## config.mk

```make
export PLATFORM = sky130hd
export DESIGN_NAME = ssitp_top
export DESIGN_NICKNAME = d
export VERILOG_FILES = /design/src/ssitp_pkg.sv /design/src/ssitp_top.sv
export VERILOG_INCLUDE_DIRS = /design/src
export SDC_FILE = /design/constraint.sdc
export NUM_CORES = 1
export LEC_CHECK = 0
export BUFFER_PORTS_ARGS = -buffer_cell sky130_fd_sc_hd__buf_2
export CELL_PAD_IN_SITES_DETAIL_PLACEMENT = 1
export CELL_PAD_IN_SITES_GLOBAL_PLACEMENT = 1
export CORE_MARGIN = 3
export CORE_UTILIZATION = 44
export CTS_BUF_LIST = sky130_fd_sc_hd__clkbuf_4
export DETAILED_ROUTE_END_ITERATION = 8
export PLACE_DENSITY = 0.89
export SYNTH_ARGS = -nofsm -noshare
export SYNTH_HDL_FRONTEND = slang
export SYNTH_SLANG_ARGS = --single-unit
```

## constraint.sdc

```tcl
create_clock -name CLK_SYS -period 2.3 [get_ports CLK_SYS]
set_input_delay 0.23 -clock CLK_SYS [delete_from_list [all_inputs] [get_ports CLK_SYS]]
set_output_delay 0.23 -clock CLK_SYS [all_outputs]
set_load 0.1 [all_outputs]
```

## src/ssitp_map.svh

```systemverilog
// Constants of the strap-sampled I2C target port.
// Assumes a 200 MHz system clock and four-level pins given as 2-bit codes.
`ifndef SSITP_MAP_SVH
`define SSITP_MAP_SVH
`define SSITP_CLK_MHZ      200
`define SSITP_PG_MAX_US    500
`define SSITP_PG_CYC       (`SSITP_PG_MAX_US * `SSITP_CLK_MHZ \
                            - `SSITP_SYNC_LAT)
`define SSITP_CFG_SETUP_US 250
`define SSITP_CFG_HOLD_US  10
`define SSITP_DEB_MAX_MS   16
`define SSITP_SYNC_LAT     8
`define SSITP_DEB_CYC      (`SSITP_DEB_MAX_MS * 1000 * `SSITP_CLK_MHZ \
                            - `SSITP_SYNC_LAT)
`define SSITP_OFS_GEN      8'h0A
`define SSITP_OFS_VID01    8'h10
`define SSITP_OFS_VID23    8'h11
`define SSITP_OFS_USBG     8'h20
`define SSITP_OFS_EVT      8'h21
`define SSITP_OFS_SET      8'h22
`define SSITP_RST_GEN      8'h01
`define SSITP_GEN_RW       8'h3F
`define SSITP_GEN_OVR      4
`define SSITP_EVT_CLR      8'h03
`define SSITP_ALL          8'hFF
`define SSITP_NONE         8'h00
`define SSITP_AHI_0        5'h11
`define SSITP_AHI_R        5'h08
`define SSITP_AHI_F        5'h04
`define SSITP_AHI_1        5'h03
`endif

```

## src/ssitp_pkg.sv

```systemverilog
// Types shared by the strap-sampled I2C target port.
// Assumes four-level pins are presented as 2-bit level codes.
package ssitp_pkg;
    // Four-level pin codes: tied low, resistor low, floating, tied high.
    typedef enum logic [1:0] {
        LVL_LOW = 2'h0,
        LVL_RES = 2'h1,
        LVL_FLT = 2'h2,
        LVL_HI  = 2'h3
    } ssitp_lvl_e;
    // Strap group; each gain pair is {pin1 code, pin0 code}.
    typedef struct packed {
        logic       serial_sel;
        logic [3:0] downstream;
        logic [3:0] upstream;
        logic [3:0] video;
    } ssitp_strap_s;
    // All pins that enter from outside the clock domain.
    typedef struct packed {
        logic         scl;
        logic         sda;
        logic         supply_ok;
        logic [1:0]   lane;
        logic         orient;
        ssitp_strap_s strap;
    } ssitp_pins_s;
    // Transfer states, Gray coded along the usual path.
    typedef enum logic [3:0] {
        ST_IDLE = 4'h0,
        ST_ADDR = 4'h1,
        ST_AACK = 4'h3,
        ST_SUB  = 4'h2,
        ST_SACK = 4'h6,
        ST_WDAT = 4'h7,
        ST_WACK = 4'h5,
        ST_RDAT = 4'h4,
        ST_RACK = 4'hC,
        ST_SKIP = 4'hD
    } ssitp_state_e;
endpackage

```

## src/ssitp_top.sv

```systemverilog
// Strap sampling, pin debouncing and I2C target register port.
// Assumes SCL and SDA are open-drain wires resolved outside.
`include "ssitp_map.svh"
module ssitp_top #(
    parameter logic [16:0] PG_CYC  = 17'(`SSITP_PG_CYC),
    parameter logic [21:0] DEB_CYC = 22'(`SSITP_DEB_CYC)
) (
    input  wire logic        CLK_SYS,
    input  wire logic        RST_N,
    input  wire logic        SUPPLY_OK,
    input  wire logic        SCL,
    input  wire logic        SDA_I,
    output wire logic        SDA_O,
    output wire logic        SDA_OE_N,
    input  wire logic [1:0]  LANE_CONFIG_PINS,
    input  wire logic        ORIENTATION_PIN,
    input  wire logic        SERIAL_CFG_STRAP,
    input  wire logic [3:0]  DOWNSTREAM_GAIN_STRAP,
    input  wire logic [3:0]  UPSTREAM_GAIN_STRAP,
    input  wire logic [3:0]  VIDEO_LANE_GAIN_STRAP,
    output wire logic        POWER_GOOD,
    output wire logic        SERIAL_CFG_SEL,
    output wire logic [1:0]  LANE_CONFIG,
    output wire logic        ORIENTATION,
    output wire logic [1:0]  LANE_SEL,
    output wire logic        FLIP_SEL,
    output wire logic        HPD_FORCE,
    output wire logic        HPD_SWAP,
    output wire logic        GAIN_OVERRIDE,
    output wire logic [3:0]  DOWNSTREAM_GAIN,
    output wire logic [3:0]  UPSTREAM_GAIN,
    output wire logic [15:0] VIDEO_GAIN
);
    ssitp_pkg::ssitp_pins_s  pin_raw;
    ssitp_pkg::ssitp_pins_s  s1_q;
    ssitp_pkg::ssitp_pins_s  s2_q;
    ssitp_pkg::ssitp_pins_s  s3_q;
    ssitp_pkg::ssitp_pins_s  flt_q;
    ssitp_pkg::ssitp_strap_s strap_q;
    ssitp_pkg::ssitp_state_e st_q;
    logic        scl_p_q;
    logic        sda_p_q;
    logic [16:0] pg_cnt_q;
    logic        pg_q;
    logic [2:0]  cand_q;
    logic [2:0]  stab_q;
    logic [21:0] deb_cnt_q;
    logic [1:0]  hw_evt;
    logic [7:0]  shreg_q;
    logic [2:0]  bit_q;
    logic        done_q;
    logic        rw_q;
    logic        ack_q;
    logic [7:0]  ptr_q;
    logic        oe_n_q;
    logic        sda_o_q;
    logic [7:0]  gen_q;
    logic [15:0] vid_q;
    logic [7:0]  usb_q;
    logic [1:0]  evt_q;
    logic [7:0]  set_q;
    logic [3:0]  dn_out_q;
    logic [3:0]  up_out_q;
    logic [15:0] vid_out_q;
    logic [7:0]  rdata;
    logic [6:0]  my_addr;
    logic        scl_rise;
    logic        scl_fall;
    logic        start_c;
    logic        stop_c;
    logic        wr_stb;
    logic        pg_fire;
    logic        ovr;

    // Merges a bus write by field type: plain, set or clear bits.
    function automatic logic [7:0] apply_wr(
        input logic [7:0] old,
        input logic [7:0] wd,
        input logic [7:0] rw,
        input logic [7:0] sm,
        input logic [7:0] cm
    );
        logic [7:0] keep;
        keep = ~(rw | sm | cm);
        return (wd & rw) | ((old | wd) & sm) | (old & ~wd & cm)
            | (old & keep);
    endfunction

    // Maps the high address strap code to the upper five bits.
    function automatic logic [4:0] addr_hi(input logic [1:0] lvl);
        case (lvl)
            ssitp_pkg::LVL_LOW: addr_hi = `SSITP_AHI_0;
            ssitp_pkg::LVL_RES: addr_hi = `SSITP_AHI_R;
            ssitp_pkg::LVL_FLT: addr_hi = `SSITP_AHI_F;
            default:            addr_hi = `SSITP_AHI_1;
        endcase
    endfunction

    // Gathers the asynchronous pins into one vector.
    always_comb begin
        pin_raw.scl              = SCL;
        pin_raw.sda              = SDA_I;
        pin_raw.supply_ok        = SUPPLY_OK;
        pin_raw.lane             = LANE_CONFIG_PINS;
        pin_raw.orient           = ORIENTATION_PIN;
        pin_raw.strap.serial_sel = SERIAL_CFG_STRAP;
        pin_raw.strap.downstream = DOWNSTREAM_GAIN_STRAP;
        pin_raw.strap.upstream   = UPSTREAM_GAIN_STRAP;
        pin_raw.strap.video      = VIDEO_LANE_GAIN_STRAP;
    end

    // Three-stage synchroniser for every pin.
    always_ff @(posedge CLK_SYS) begin
        if (!RST_N) begin
            s1_q <= '0;
            s2_q <= '0;
            s3_q <= '0;
        end else begin
            s1_q <= pin_raw;
            s2_q <= s1_q;
            s3_q <= s2_q;
        end
    end

    // A bit changes only once the second and third stages agree.
    always_ff @(posedge CLK_SYS) begin
        if (!RST_N) begin
            flt_q <= '0;
        end else begin
            flt_q <= ssitp_pkg::ssitp_pins_s'((s2_q & s3_q)
                | (flt_q & (s2_q | s3_q)));
        end
    end

    // Internal power-good counts from a valid supply.
    assign pg_fire = flt_q.supply_ok & ~pg_q
        & (pg_cnt_q == 17'(PG_CYC - 17'h1));
    always_ff @(posedge CLK_SYS) begin
        if (!RST_N || !flt_q.supply_ok) begin
            pg_cnt_q <= '0;
            pg_q     <= 1'b0;
        end else if (pg_fire) begin
            pg_q <= 1'b1;
        end else if (!pg_q) begin
            pg_cnt_q <= 17'(pg_cnt_q + 17'h1);
        end
    end

    // Straps are latched on the power-good edge; the board keeps them
    // steady around it.
    always_ff @(posedge CLK_SYS) begin
        if (!RST_N) begin
            strap_q <= '0;
        end else if (pg_fire) begin
            strap_q <= flt_q.strap;
        end
    end

    // Debounce: a candidate level must hold for the whole count.
    always_ff @(posedge CLK_SYS) begin
        if (!RST_N) begin
            cand_q    <= '0;
            stab_q    <= '0;
            deb_cnt_q <= '0;
        end else if (cand_q != {flt_q.orient, flt_q.lane}) begin
            cand_q    <= {flt_q.orient, flt_q.lane};
            deb_cnt_q <= '0;
        end else if (cand_q == stab_q) begin
            deb_cnt_q <= '0;
        end else if (deb_cnt_q == 22'(DEB_CYC - 22'h1)) begin
            stab_q    <= cand_q;
            deb_cnt_q <= '0;
        end else begin
            deb_cnt_q <= 22'(deb_cnt_q + 22'h1);
        end
    end
    assign hw_evt = {cand_q[2] != stab_q[2], cand_q[1:0] != stab_q[1:0]}
        & {2{cand_q == {flt_q.orient, flt_q.lane}
        && deb_cnt_q == 22'(DEB_CYC - 22'h1)}};

    // Bus edges and start and stop conditions.
    assign scl_rise = flt_q.scl & ~scl_p_q;
    assign scl_fall = ~flt_q.scl & scl_p_q;
    assign start_c  = scl_p_q & flt_q.scl & sda_p_q & ~flt_q.sda;
    assign stop_c   = scl_p_q & flt_q.scl & ~sda_p_q & flt_q.sda;
    always_ff @(posedge CLK_SYS) begin
        if (!RST_N) begin
            scl_p_q <= 1'b1;
            sda_p_q <= 1'b1;
        end else begin
            scl_p_q <= flt_q.scl;
            sda_p_q <= flt_q.sda;
        end
    end

    // Strapped target address.
    assign my_addr = {addr_hi(strap_q.video[1:0]),
        strap_q.upstream[1:0]};
    assign ovr     = gen_q[`SSITP_GEN_OVR];
    assign wr_stb  = (st_q == ssitp_pkg::ST_WDAT) & scl_fall & done_q;

    // Read data at the pointer; gain fields follow the override bit.
    always_comb begin
        case (ptr_q)
            `SSITP_OFS_GEN:   rdata = gen_q;
            `SSITP_OFS_VID01: rdata = ovr ? vid_q[7:0]
                : {2{strap_q.video}};
            `SSITP_OFS_VID23: rdata = ovr ? vid_q[15:8]
                : {2{strap_q.video}};
            `SSITP_OFS_USBG:  rdata = ovr ? usb_q
                : {strap_q.upstream, strap_q.downstream};
            `SSITP_OFS_EVT:   rdata = {3'h0, stab_q, evt_q};
            `SSITP_OFS_SET:   rdata = set_q;
            default:          rdata = 8'h00;
        endcase
    end

    // Transfer state machine, bit counter and pointer.
    always_ff @(posedge CLK_SYS) begin
        if (!RST_N) begin
            st_q    <= ssitp_pkg::ST_IDLE;
            shreg_q <= '0;
            bit_q   <= '0;
            done_q  <= 1'b0;
            rw_q    <= 1'b0;
            ack_q   <= 1'b0;
            ptr_q   <= 8'h00;
            oe_n_q  <= 1'b1;
        end else if (!pg_q || stop_c) begin
            st_q   <= ssitp_pkg::ST_IDLE;
            oe_n_q <= 1'b1;
        end else if (start_c) begin
            st_q   <= ssitp_pkg::ST_ADDR;
            bit_q  <= '0;
            done_q <= 1'b0;
            oe_n_q <= 1'b1;
        end else begin
            case (st_q)
                ssitp_pkg::ST_ADDR,
                ssitp_pkg::ST_SUB,
                ssitp_pkg::ST_WDAT: begin
                    if (scl_rise) begin
                        shreg_q <= {shreg_q[6:0], flt_q.sda};
                        bit_q   <= 3'(bit_q + 3'h1);
                        done_q  <= (bit_q == 3'h7);
                    end else if (scl_fall && done_q) begin
                        done_q <= 1'b0;
                        oe_n_q <= 1'b0;
                        if (st_q == ssitp_pkg::ST_ADDR) begin
                            rw_q <= shreg_q[0];
                            if (shreg_q[7:1] == my_addr) begin
                                st_q <= ssitp_pkg::ST_AACK;
                            end else begin
                                st_q   <= ssitp_pkg::ST_SKIP;
                                oe_n_q <= 1'b1;
                            end
                        end else if (st_q == ssitp_pkg::ST_SUB) begin
                            ptr_q <= shreg_q;
                            st_q  <= ssitp_pkg::ST_SACK;
                        end else begin
                            ptr_q <= 8'(ptr_q + 8'h1);
                            st_q  <= ssitp_pkg::ST_WACK;
                        end
                    end
                end
                ssitp_pkg::ST_AACK: begin
                    if (scl_fall && rw_q) begin
                        shreg_q <= rdata;
                        oe_n_q  <= rdata[7];
                        bit_q   <= '0;
                        st_q    <= ssitp_pkg::ST_RDAT;
                    end else if (scl_fall) begin
                        oe_n_q <= 1'b1;
                        bit_q  <= '0;
                        st_q   <= ssitp_pkg::ST_SUB;
                    end
                end
                ssitp_pkg::ST_SACK,
                ssitp_pkg::ST_WACK: begin
                    if (scl_fall) begin
                        oe_n_q <= 1'b1;
                        bit_q  <= '0;
                        st_q   <= ssitp_pkg::ST_WDAT;
                    end
                end
                ssitp_pkg::ST_RDAT: begin
                    if (scl_rise) begin
                        bit_q  <= 3'(bit_q + 3'h1);
                        done_q <= (bit_q == 3'h7);
                    end else if (scl_fall && done_q) begin
                        done_q <= 1'b0;
                        oe_n_q <= 1'b1;
                        ptr_q  <= 8'(ptr_q + 8'h1);
                        st_q   <= ssitp_pkg::ST_RACK;
                    end else if (scl_fall) begin
                        shreg_q <= {shreg_q[6:0], 1'b0};
                        oe_n_q  <= shreg_q[6];
                    end
                end
                ssitp_pkg::ST_RACK: begin
                    if (scl_rise) begin
                        ack_q <= ~flt_q.sda;
                    end else if (scl_fall && ack_q) begin
                        shreg_q <= rdata;
                        oe_n_q  <= rdata[7];
                        bit_q   <= '0;
                        st_q    <= ssitp_pkg::ST_RDAT;
                    end else if (scl_fall) begin
                        st_q <= ssitp_pkg::ST_SKIP;
                    end
                end
                ssitp_pkg::ST_SKIP: begin
                    oe_n_q <= 1'b1;
                end
                default: begin
                    oe_n_q <= 1'b1;
                end
            endcase
        end
    end

    // Data line only ever pulls low; the level register stays zero.
    always_ff @(posedge CLK_SYS) begin
        if (!RST_N) begin
            sda_o_q <= 1'b0;
        end else begin
            sda_o_q <= 1'b0;
        end
    end

    // General control register.
    always_ff @(posedge CLK_SYS) begin
        if (!RST_N) begin
            gen_q <= `SSITP_RST_GEN;
        end else if (wr_stb && ptr_q == `SSITP_OFS_GEN) begin
            gen_q <= apply_wr(gen_q, shreg_q, `SSITP_GEN_RW,
                `SSITP_NONE, `SSITP_NONE);
        end
    end

    // Software gain values, used while the override bit is set.
    always_ff @(posedge CLK_SYS) begin
        if (!RST_N) begin
            vid_q <= '0;
            usb_q <= '0;
        end else if (wr_stb) begin
            if (ptr_q == `SSITP_OFS_VID01) begin
                vid_q[7:0] <= apply_wr(vid_q[7:0], shreg_q,
                    `SSITP_ALL, `SSITP_NONE, `SSITP_NONE);
            end
            if (ptr_q == `SSITP_OFS_VID23) begin
                vid_q[15:8] <= apply_wr(vid_q[15:8], shreg_q,
                    `SSITP_ALL, `SSITP_NONE, `SSITP_NONE);
            end
            if (ptr_q == `SSITP_OFS_USBG) begin
                usb_q <= apply_wr(usb_q, shreg_q,
                    `SSITP_ALL, `SSITP_NONE, `SSITP_NONE);
            end
        end
    end

    // Pin change events: hardware sets, a written one clears, set wins.
    always_ff @(posedge CLK_SYS) begin
        if (!RST_N) begin
            evt_q <= '0;
        end else if (wr_stb && ptr_q == `SSITP_OFS_EVT) begin
            evt_q <= 2'(apply_wr({6'h0, evt_q}, shreg_q, `SSITP_NONE,
                `SSITP_NONE, `SSITP_EVT_CLR)) | hw_evt;
        end else begin
            evt_q <= evt_q | hw_evt;
        end
    end

    // Sticky flags that software sets and only reset clears.
    always_ff @(posedge CLK_SYS) begin
        if (!RST_N) begin
            set_q <= '0;
        end else if (wr_stb && ptr_q == `SSITP_OFS_SET) begin
            set_q <= apply_wr(set_q, shreg_q, `SSITP_NONE,
                `SSITP_ALL, `SSITP_NONE);
        end
    end

    // Registered gain outputs from straps or software.
    always_ff @(posedge CLK_SYS) begin
        if (!RST_N) begin
            dn_out_q  <= '0;
            up_out_q  <= '0;
            vid_out_q <= '0;
        end else begin
            dn_out_q  <= ovr ? usb_q[3:0] : strap_q.downstream;
            up_out_q  <= ovr ? usb_q[7:4] : strap_q.upstream;
            vid_out_q <= ovr ? vid_q : {4{strap_q.video}};
        end
    end

    // Outputs, all driven by flip-flops.
    assign SDA_O           = sda_o_q;
    assign SDA_OE_N        = oe_n_q;
    assign POWER_GOOD      = pg_q;
    assign SERIAL_CFG_SEL  = strap_q.serial_sel;
    assign LANE_CONFIG     = stab_q[1:0];
    assign ORIENTATION     = stab_q[2];
    assign LANE_SEL        = gen_q[1:0];
    assign FLIP_SEL        = gen_q[2];
    assign HPD_FORCE       = gen_q[3];
    assign GAIN_OVERRIDE   = gen_q[4];
    assign HPD_SWAP        = gen_q[5];
    assign DOWNSTREAM_GAIN = dn_out_q;
    assign UPSTREAM_GAIN   = up_out_q;
    assign VIDEO_GAIN      = vid_out_q;
endmodule

```

==> results.md, run 1 <==
* Clock root buffer master: clkbuf_4
* Met2 GRT Util at 43.6%
* Post-DP Area at 10,000 sq um
* Hold Vio Cnt, Final at 0
* Site Rows at 52
* Total iterations of the first detailed-routing run at 7
* Post-synthesis cell area at 9320 sq um
* CTS buffer count at 58
* Nets at 1,188
* Drt drc at 0
* List of most frequent post-synthesis cells: 228 x dfxtp_1, 132 x nor2_1, 82 x nand2_1, 77 x a21oi_1, 71 x and2_1
* Fmax at 422 MHz
* Most frequent cell after synthesis: dfxtp_1
* Syn Nets at 1,069
* DR iter-0 viols at 769
* Clock net sink count at 228
* CP Capture Type: flop
* Unique masters post-synth at 63
* CP Launch Type: flop
* Mapped Cells at 1,036
* Failing checks: setup timing
* WS Path Type: flop to flop
* Filler cells at 2,378
* Area leader, netlist: dfxtp_1
* IO buf count at 56
* Worst Path Required at 2.82 ns
* Worst IR drop on VDD at 0.434 mV
* PwrDens at 686 nW/um^2
* Hold_ws at 0.0677 ns
* Post-DP HPWL at 17.3 mm
* Die Area at 23,000 sq um
* CTS clk-pin slew, worst paths at 0.07 ns
* Final Slew Violations at 0
* Initial antenna violation count at 1
* Slew @ Worst Pin at 0.642 ns
* Main area contributors after synthesis: dfxtp_1 49%, nor2_1 5.3%, mux2i_1 5.0%, and2_1 4.8%, a21oi_1 4.1%
* Initial Util at 45.5%
* All-layer global routing usage at 24.8%
* LEAKAGE at 4.24 nW
* Vias in the first global route at 8,682
* Final WS setup at -0.0676 ns
* Area delta synth->final at 18.3%
* Worst skew pair latency at 0.70 ns
* Finished Cell Area at 11,000 sq um
* Core area at 20,500 sq um
* Warnings, synthesis at 0
* Final Critical Period at 2.37 ns
* Gr ovfl total at 0
* ANT nets after route at 0
* Die width at 152 microns
* Syn Area/Cell at 8.99 sq um
* EDFF count, synth at 0
* GRT busiest layer: met2
* Htree depth at 2
* Largest net degree at the start of global routing at 58
* Routability cong. at 0.888
* Critical Path AT at 2.89 ns
* CTS tree: done
* Max-Cap Viols at 0
* Max-Slew Margin vs Limit at 57.2%
* Detail-routed net length per standard cell at 20.8 microns
* Routed wire length at 30.6 mm
* Setup-failing EPs final at 3
* Most used DFF post-synth: dfxtp_1
* Status: finished, violations left
* Maximum buffer depth of the clock tree at 3
* Synth async-reset ratio at 0%
* Synth Register Bits at 228
* First-pass GRT wire length at 45.4 mm
* Die Ht at 152 microns
* Worst Skew at 0.0585 ns
* Via/cell ratio at 5.70
* Routed via count at 8,361
* Sequential fraction of the synthesis area at 49.0%
* Grt met1 use at 29.3%
* Met3 Use GR at 4.79%
* Max Fanout on Critical Path at 5
* RSZ-0062 raised after global routing: true
* Share of the synthesized area in the top cell type at 49.0%
* Final period util at 103%
* I/O Pins at 58
* Share of layout cells above drive strength 1 at 18.7%
* Tightest Hold Check Type: input port to flop
## power breakdown
part / switching [mW] / internal, mW
Combinational: 0.0823 / 0.0636
Clock: 1.73 / 1.67
Sequential: 0.0247 / 3.99
## worst max-delay path, stage by stage, from the launching register on
cell and delay (ns):
dfxtp_2 0.34, or4b_4 0.54, or4b_4 0.57, nor4_4 0.20, buf_4 0.18, nand2b_4 0.08, mux2i_1 0.22, nor2_1 0.10
## state kept, by name (all words and copies together) (netlist names), 2 cells and up
register / cells
VIDEO_GAIN: 16
pg_cnt_q: 17
vid_q: 16
UPSTREAM_GAIN: 4
strap_q: 10
bit_q: 3
s3_q: 19
stab_q: 3
set_q: 8
usb_q: 8
flt_q: 19
DOWNSTREAM_GAIN: 4
shreg_q: 8
s1_q: 19
ptr_q: 8
evt_q: 2
gen_q: 6
cand_q: 3
st_q: 4
deb_cnt_q: 22
my_addr: 2
s2_q: 19
## layer usage
metal  share of wire (%)  vias to the layer above
met5                   0                        -
met4                 4.3                        0
met3                 5.8                      106
met2                  50                      384
met1                  40                     4046
li1                    -                     3825
## per-stage QoR
step                      total power, mW  setup slack [ns]  std cells  utilization (%)  setup TNS, ns
after floorplan                      4.17            0.0697       1036                -              0
after global placement               4.21            0.0905       1340             48.8              0
after detailed placement             4.22           -0.0281       1340             48.8        -0.0281
after CTS                            7.58           0.00313       1458             53.2              0
after global routing                 7.88           -0.0771       1466             53.8         -0.557
final                                7.56           -0.0676       1466             53.8         -0.173
## final cells by class
| class | count | area, sq um | share of cell area [%] |
|---|---|---|---|
| inverters | 15 | 56.3 | 0.511 |
| flip-flops and latches | 228 | 4570 | 41.4 |
| well taps | 270 | 338 | 3.06 |
| clock inverters | 15 | 66.3 | 0.602 |
| clock buffers | 84 | 631 | 5.72 |
| repair buffers | 124 | 872 | 7.91 |
| diodes | 2 | 5.00 | 0.0454 |
| multi-input cells | 728 | 4490 | 40.7 |
## path summary, 6_finish.rpt
kind | slack, ns | cells after the start | end | startpoint
min reg2reg | 0.42 | 1 | s2_q[1] | s1_q[1]
max reg2reg | -0.07 | 7 | stab_q[2] | deb_cnt_q[11]
max | -0.07 | 7 | stab_q[2] | deb_cnt_q[11]
min | 0.07 | 2 | evt_q[0] | RST_N
## cell families (layout without fill, tap and decap cells)
| logic type | count (synthesis) | in the layout | synth area share, % |
|---|---|---|---|
| XOR/XNOR | 50 | 50 | 4.70 |
| flip-flops | 228 | 228 | 49.0 |
| adder cells (fa/ha/maj) | 13 | 13 | 1.72 |
| AND/OR/NAND/NOR | 412 | 412 | 22.4 |
| buffers and inverters | 80 | 238 | 3.52 |
| other | 1 | 3 | 0.0403 |
| AO/OA/AOI/OAI | 198 | 198 | 12.8 |
| multiplexers | 54 | 54 | 5.90 |
## repair_timing
action | CTS | global route
resized for setup | 1 | 13
pin swaps | 1 | 0
cloned | 0 | 2
endpoints found under the setup margin | 27 | 37
setup buffers | 0 | 4
endpoints found under the hold margin | 19 | 0
hold buffers | 19 | 0
## cells in the final DEF, fill, tap and decap left out, drive strengths merged, types with 9 or more instances in the layout
cell type,n
a21oi,77
a22oi,14
and2,71
and3,10
buf,104
clkbuf,85
clkinv,13
dfxtp,228
dlygate4sd3,19
ha,12
inv,16
mux2i,47
nand2,82
nand2b,14
nand3,23
nand4,13
nor2,132
nor3,16
nor4,9
o21ai,50
xnor2,33
xor2,17
Power figures use the tool's default switching activity.
==> inputs of run 2 (changes only) <==
- CORE_UTILIZATION: 44 -> 48
- PLACE_DENSITY: 0.89 -> 0.92
- clock period: 2.3 -> 2.56 ns (I/O delays scaled with it)
==> run 2 against run 1 <==
Net effect: the flow still finishes with violations (setup timing); design area decreased by 1.0%; flip-flop and latch count unchanged; register-to-register slack gained 0.07 ns; wire length grew 3.1%; critical path depth is the same; combinational power about the same; worst hold slack improved by 0.25 ns; count of clock-buffer cells in the layout grew 2; clock power fell by 5%; die area shrank 8.0%.
==> results.md, run 2 (synthesis gave the netlist of run 1 again) <==
* Placed Cells at 1,323
* Routed via count at 8,412
* Failing checks: setup timing
* Die Area at 21,100 sq um
* Routability cong. at 0.917
* Sw frac at 25.7%
* WS Path Type: flop to flop
* Drt drc at 0
* Total iterations of the first detailed-routing run at 5
* Power share of the combinational group at 2.1%
* CP Launch Type: flop
* DR iter-0 viols at 584
* LEAKAGE at 4.19 nW
* CTS clk-pin slew, worst paths at 0.09 ns
* Detail-routed net length per standard cell at 21.7 microns
* Worst skew pair latency at 0.72 ns
* Sw Pwr at 1.80 mW
* Post-DP Area at 9960 sq um
* Finished Cell Area at 10,900 sq um
* Via/cell ratio at 5.80
* Hold_ws at 0.314 ns
* Sequential share of power at 51.7%
* Post-DP HPWL at 17.7 mm
* Worst Path Required at 3.19 ns
* Gr ovfl total at 0
* Core area at 18,900 sq um
* Die Ht at 145 microns
* Final Critical Period at 2.56 ns
* CP Capture Type: flop
* IO buf count at 56
* Max-Cap Viols at 0
* Initial Util at 49.3%
* Initial antenna violation count at 1
* First-pass GRT wire length at 49.9 mm
* Most frequent cells in the layout: 228 x dfxtp_1, 132 x nor2_1, 86 x clkbuf_4, 82 x nand2_1, 77 x a21oi_1
* All-layer global routing usage at 28.9%
* Final period util at 100%
* Site Rows at 50
* ANT nets after route at 0
* Slew @ Worst Pin at 0.646 ns
* Setup-failing EPs final at 1
* Worst IR drop on VDD at 0.392 mV
* Final Slew Violations at 0
* Maximum buffer depth of the clock tree at 3
* FF-to-FF setup slack at -0.0009 ns
* Final WS setup at -0.000867 ns
* Critical Path AT at 3.19 ns
* I/O Pins at 58
* Max reg flops at 22
* CTS buffer count at 58
* Clock net sink count at 228
* Share of layout cells above drive strength 1 at 17.4%
* Fin cells at 1,450
* Worst Skew at 0.0474 ns
* Clock share of power at 46.3%
* Max Fanout on Critical Path at 5
* Area delta synth->final at 17.1%
* Top reg by flops: deb_cnt_q
* PwrDens at 640 nW/um^2
* Vias in the first global route at 9,184
* Tightest Hold Check Type: input port to flop
* Final design utilization at 57.8%
* Cell internal pwr at 5.19 mW
* Largest net degree at the start of global routing at 44
* Clock root buffer master: clkbuf_4
* CTS tree: done
* Die width at 145 microns
* Commonest non-fill, non-tap cell in the layout: dfxtp_1
* Hold Vio Cnt, Final at 0
* Nets at 1,177
* Status: finished, violations left
* Htree depth at 2
* Fmax at 390 MHz
* Routed wire length at 31.5 mm
* Max-Slew Margin vs Limit at 56.9%
[run 2: what timing repair did]
action / 4_1_cts / 5_1_grt
resized for setup: 0 / 5
endpoints found under the hold margin: 28 / 0
hold buffers: 20 / 0
setup endpoints to repair: 0 / 21
buffers inserted: 0 / 1
[run 2: final cells by class]
cell class	count	area (sq um)
Sequential cell	228	4560
Clock buffer	86	646
Timing Repair Buffer	113	787
Fill cell	2212	7980
Multi-Input combinational cell	728	4450
Antenna cell	1	2.50
Tap cell	260	325
Clock inverter	19	80.1
Inverter	15	56.3
[run 2: critical path, stage by stage, from the launching register on]
cell	delay, ns
dfxtp_1	0.37
or4b_1	0.55
or4b_1	0.59
nor4_4	0.38
nand2b_2	0.19
buf_4	0.17
a2bb2oi_1	0.14
nor2_1	0.09
[run 2: path summary, 6_finish.rpt]
check | from | end | cells after the start
setup / recovery | deb_cnt_q[11] | evt_q[1] | 7
hold / removal | DOWNSTREAM_GAIN_STRAP[2] | s1_q[10] | 3
setup reg to reg | deb_cnt_q[11] | evt_q[1] | 7
hold reg to reg | s1_q[11] | s2_q[11] | 1
[run 2: through the flow]
step	setup TNS, ns	power (mW)	setup WS [ns]
floorplan	0	3.75	0.134
CTS	0	6.89	0.0314
global placement	0	3.79	0.350
finish	-0.000867	6.98	-0.000867
detailed placement	0	3.80	0.168
global route	-0.00272	7.22	-0.00166
[run 2: per-layer routing]
layer	wire length (microns)	global-route usage, %
met2	16300	51.5
met1	12200	32.8
met5	0	0
met3	1480	5.81
met4	1550	14.3
[run 2: power by group through the flow]
stage               combinational, mW  sequential (mW)  clock (mW)
floorplan                      0.0706             3.68           0
global placement                0.106             3.68           0
detailed placement              0.110             3.69           0
CTS                             0.138             3.61        3.14
global route                    0.155             3.61        3.45
finish                          0.144             3.61        3.23
==> inputs of run 3 (changes only) <==
- CORE_UTILIZATION: 48 -> 44
- PLACE_DENSITY: 0.92 -> 0.89
- clock period: 2.56 -> 2.2 ns (I/O delays scaled with it)
==> run 3 against run 2 <==
Net effect: the flow still finishes with violations (setup timing); critical path depth is 1 higher; combinational power up 19%; via count grew 5.2%; die area grew 8.7%; maximum frequency grew 4.1%; wire length up 13%; sequential share of layout area decreased by 1.8 points; critical path type unchanged.
==> results.md, run 3 (synthesis gave the netlist of run 1 again) <==
* Status: finished, violations left
* Failing checks: setup timing
* Slowest cell on crit path: or4b_1
* Total iterations of the first detailed-routing run at 7
* ANT nets after route at 0
* Slew @ Worst Pin at 0.849 ns
* Most frequent cells in the layout: 221 x dfxtp_1, 108 x nor2_1, 82 x nand2_1, 80 x clkbuf_4, 75 x a21oi_1
* Core area at 20,500 sq um
* Sw Pwr at 2.07 mW
* Maximum buffer depth of the clock tree at 3
* Initial antenna violation count at 3
* Setup TNS at -6.16 ns
* Clock share of power at 46.1%
* CP Launch Type: flop
* Worst Skew at 0.0513 ns
* DR iter-0 viols at 695
* CTS buffer count at 59
* Clock net sink count at 228
* IO buf count at 56
* Worst Path Required at 2.80 ns
* Largest net degree at the start of global routing at 47
* Sequential share of power at 51.8%
* LEAKAGE at 4.36 nW
* I/O Pins at 58
* FF-to-FF setup slack at -0.26 ns
* Die Area at 23,000 sq um
* Critical Path AT at 3.06 ns
* Dpl ws at -0.0733 ns
* Hold wc startpoint: DOWNSTREAM_GAIN_STRAP[1]
* Fmax at 407 MHz
* First-pass GRT wire length at 49.8 mm
* PwrDens at 709 nW/um^2
* Commonest non-fill, non-tap cell in the layout: dfxtp_1
* Max-Cap Viols at 0
* Area delta synth->final at 22.7%
* Via/cell ratio at 5.99
* Worst r2r src: deb_cnt_q[11]
* Drt drc at 0
* Die Ht at 152 microns
* All-layer global routing usage at 27.6%
* Post-DP HPWL at 17.9 mm
* Sw frac at 25.6%
* Routed via count at 8,847
* Worst skew pair latency at 0.72 ns
* Worst r2r path cells at 8
* Power share of the combinational group at 2.1%
* Filler cells at 2,357
* Site Rows at 52
* Max-Slew Margin vs Limit at 43.1%
* Clock root buffer master: clkbuf_4
* Nets at 1,200
* Max reg flops at 22
* Gr ovfl total at 0
* Hold_ws at 0.259 ns
* Hold Vio Cnt, Final at 0
* Final period util at 112%
* RSZ-0062 raised after global routing: true
* Tightest Hold Check Type: input port to flop
* Initial Util at 45.5%
* Final Critical Period at 2.46 ns
* Routability cong. at 0.921
* Routed wire length at 35.5 mm
* Share of layout cells above drive strength 1 at 21.7%
* Hold Path Sink: s1_q[9]
* Max incr delay on CP at 0.54 ns
* Crit-path cells: or4b_1 > or4b_4 > nor4_4 > buf_4 > nand3b_1 > buf_12 > clkbuf_16 > nor2_4
* Top reg by flops: deb_cnt_q
* CTS clk-pin slew, worst paths at 0.08 ns
* WS Path Type: flop to flop
* FF-to-FF End: deb_cnt_q[5]
* Max Fanout on Critical Path at 5
* Hold Path Stages at 3
* CTS tree: done
* Vias in the first global route at 9,309
* Final Slew Violations at 0
* CP Capture Type: flop
* Htree depth at 2
* Cell internal pwr at 6.04 mW
* Setup-failing EPs final at 31
* Die width at 152 microns
* Final WS setup at -0.259 ns
* Detail-routed net length per standard cell at 24.0 microns
* Worst IR drop on VDD at 0.500 mV
[run 3: cell types whose count changed in the layout (fill, tap and decap cells not counted), sizes merged]
cell	change
clkinvlp	-1
diode	+1
buf	+19
clkbuf	-3
bufinv	+1
[run 3: what timing repair did]
action | in CTS | in global routing
hold buffers | 20 | 0
pin swaps | 3 | 17
hold endpoints to repair | 25 | 0
setup buffers | 3 | 2
gates cloned | 1 | 2
endpoints found under the setup margin | 32 | 53
gates resized for setup | 6 | 64
[run 3: per-stage QoR]
step	total power [mW]	utilization (%)	area, sq um	std cells
floorplan	4.36	-	9320	1036
global placement	4.41	49.5	10100	1348
detailed placement	4.42	49.5	10100	1348
CTS	7.96	54.2	11100	1471
global route	8.36	55.8	11400	1477
finish	8.11	55.8	11400	1477
[run 3: metal layers]
| metal | track usage (%) | part of all wire [%] |
|---|---|---|
| met1 | 30.2 | 36 |
| met2 | 49.0 | 50 |
| met3 | 5.92 | 6.8 |
| met4 | 16.2 | 7.1 |
| met5 | 0 | 0.079 |
[run 3: worst max-delay path by stage]
stage / start / to / slack [ns]
3_5_place_dp: deb_cnt_q[11] / evt_q[1] / -0.07
6_report: deb_cnt_q[11] / deb_cnt_q[5] / -0.26
4_1_cts: deb_cnt_q[11] / deb_cnt_q[8] / -0.01
5_1_grt: st_q[2] / ptr_q[1] / -0.42
2_1_floorplan: deb_cnt_q[11] / stab_q[2] / 0.08
3_3_place_gp: deb_cnt_q[11] / stab_q[1] / 0.02
[run 3: worst max-delay path: cells and delay by family (launching register included)]
| family | cells | cell delay (ns) |
|---|---|---|
| simple gates | 5 | 1.47 |
| flops | 1 | 0.33 |
| buf+inv | 3 | 0.54 |
[run 3: power by group through the flow]
stage	logic (mW)	clock network (mW)	registers (mW)
6_report	0.171	3.74	4.20
2_1_floorplan	0.0822	0	4.28
3_3_place_gp	0.126	0	4.28
3_5_place_dp	0.130	0	4.29
5_1_grt	0.184	3.97	4.20
4_1_cts	0.161	3.60	4.20
[run 3: area by class of cell]
class,instances,area (sq um),area share [%]
well taps,270,338,2.95
multi-input cells,728,4680,40.9
flip-flops and latches,228,4580,40.1
inverters,15,56.3,0.492
clock inverters,19,104,0.908
clock buffers,80,601,5.25
repair buffers,135,1070,9.33
diodes,2,5.00,0.0438
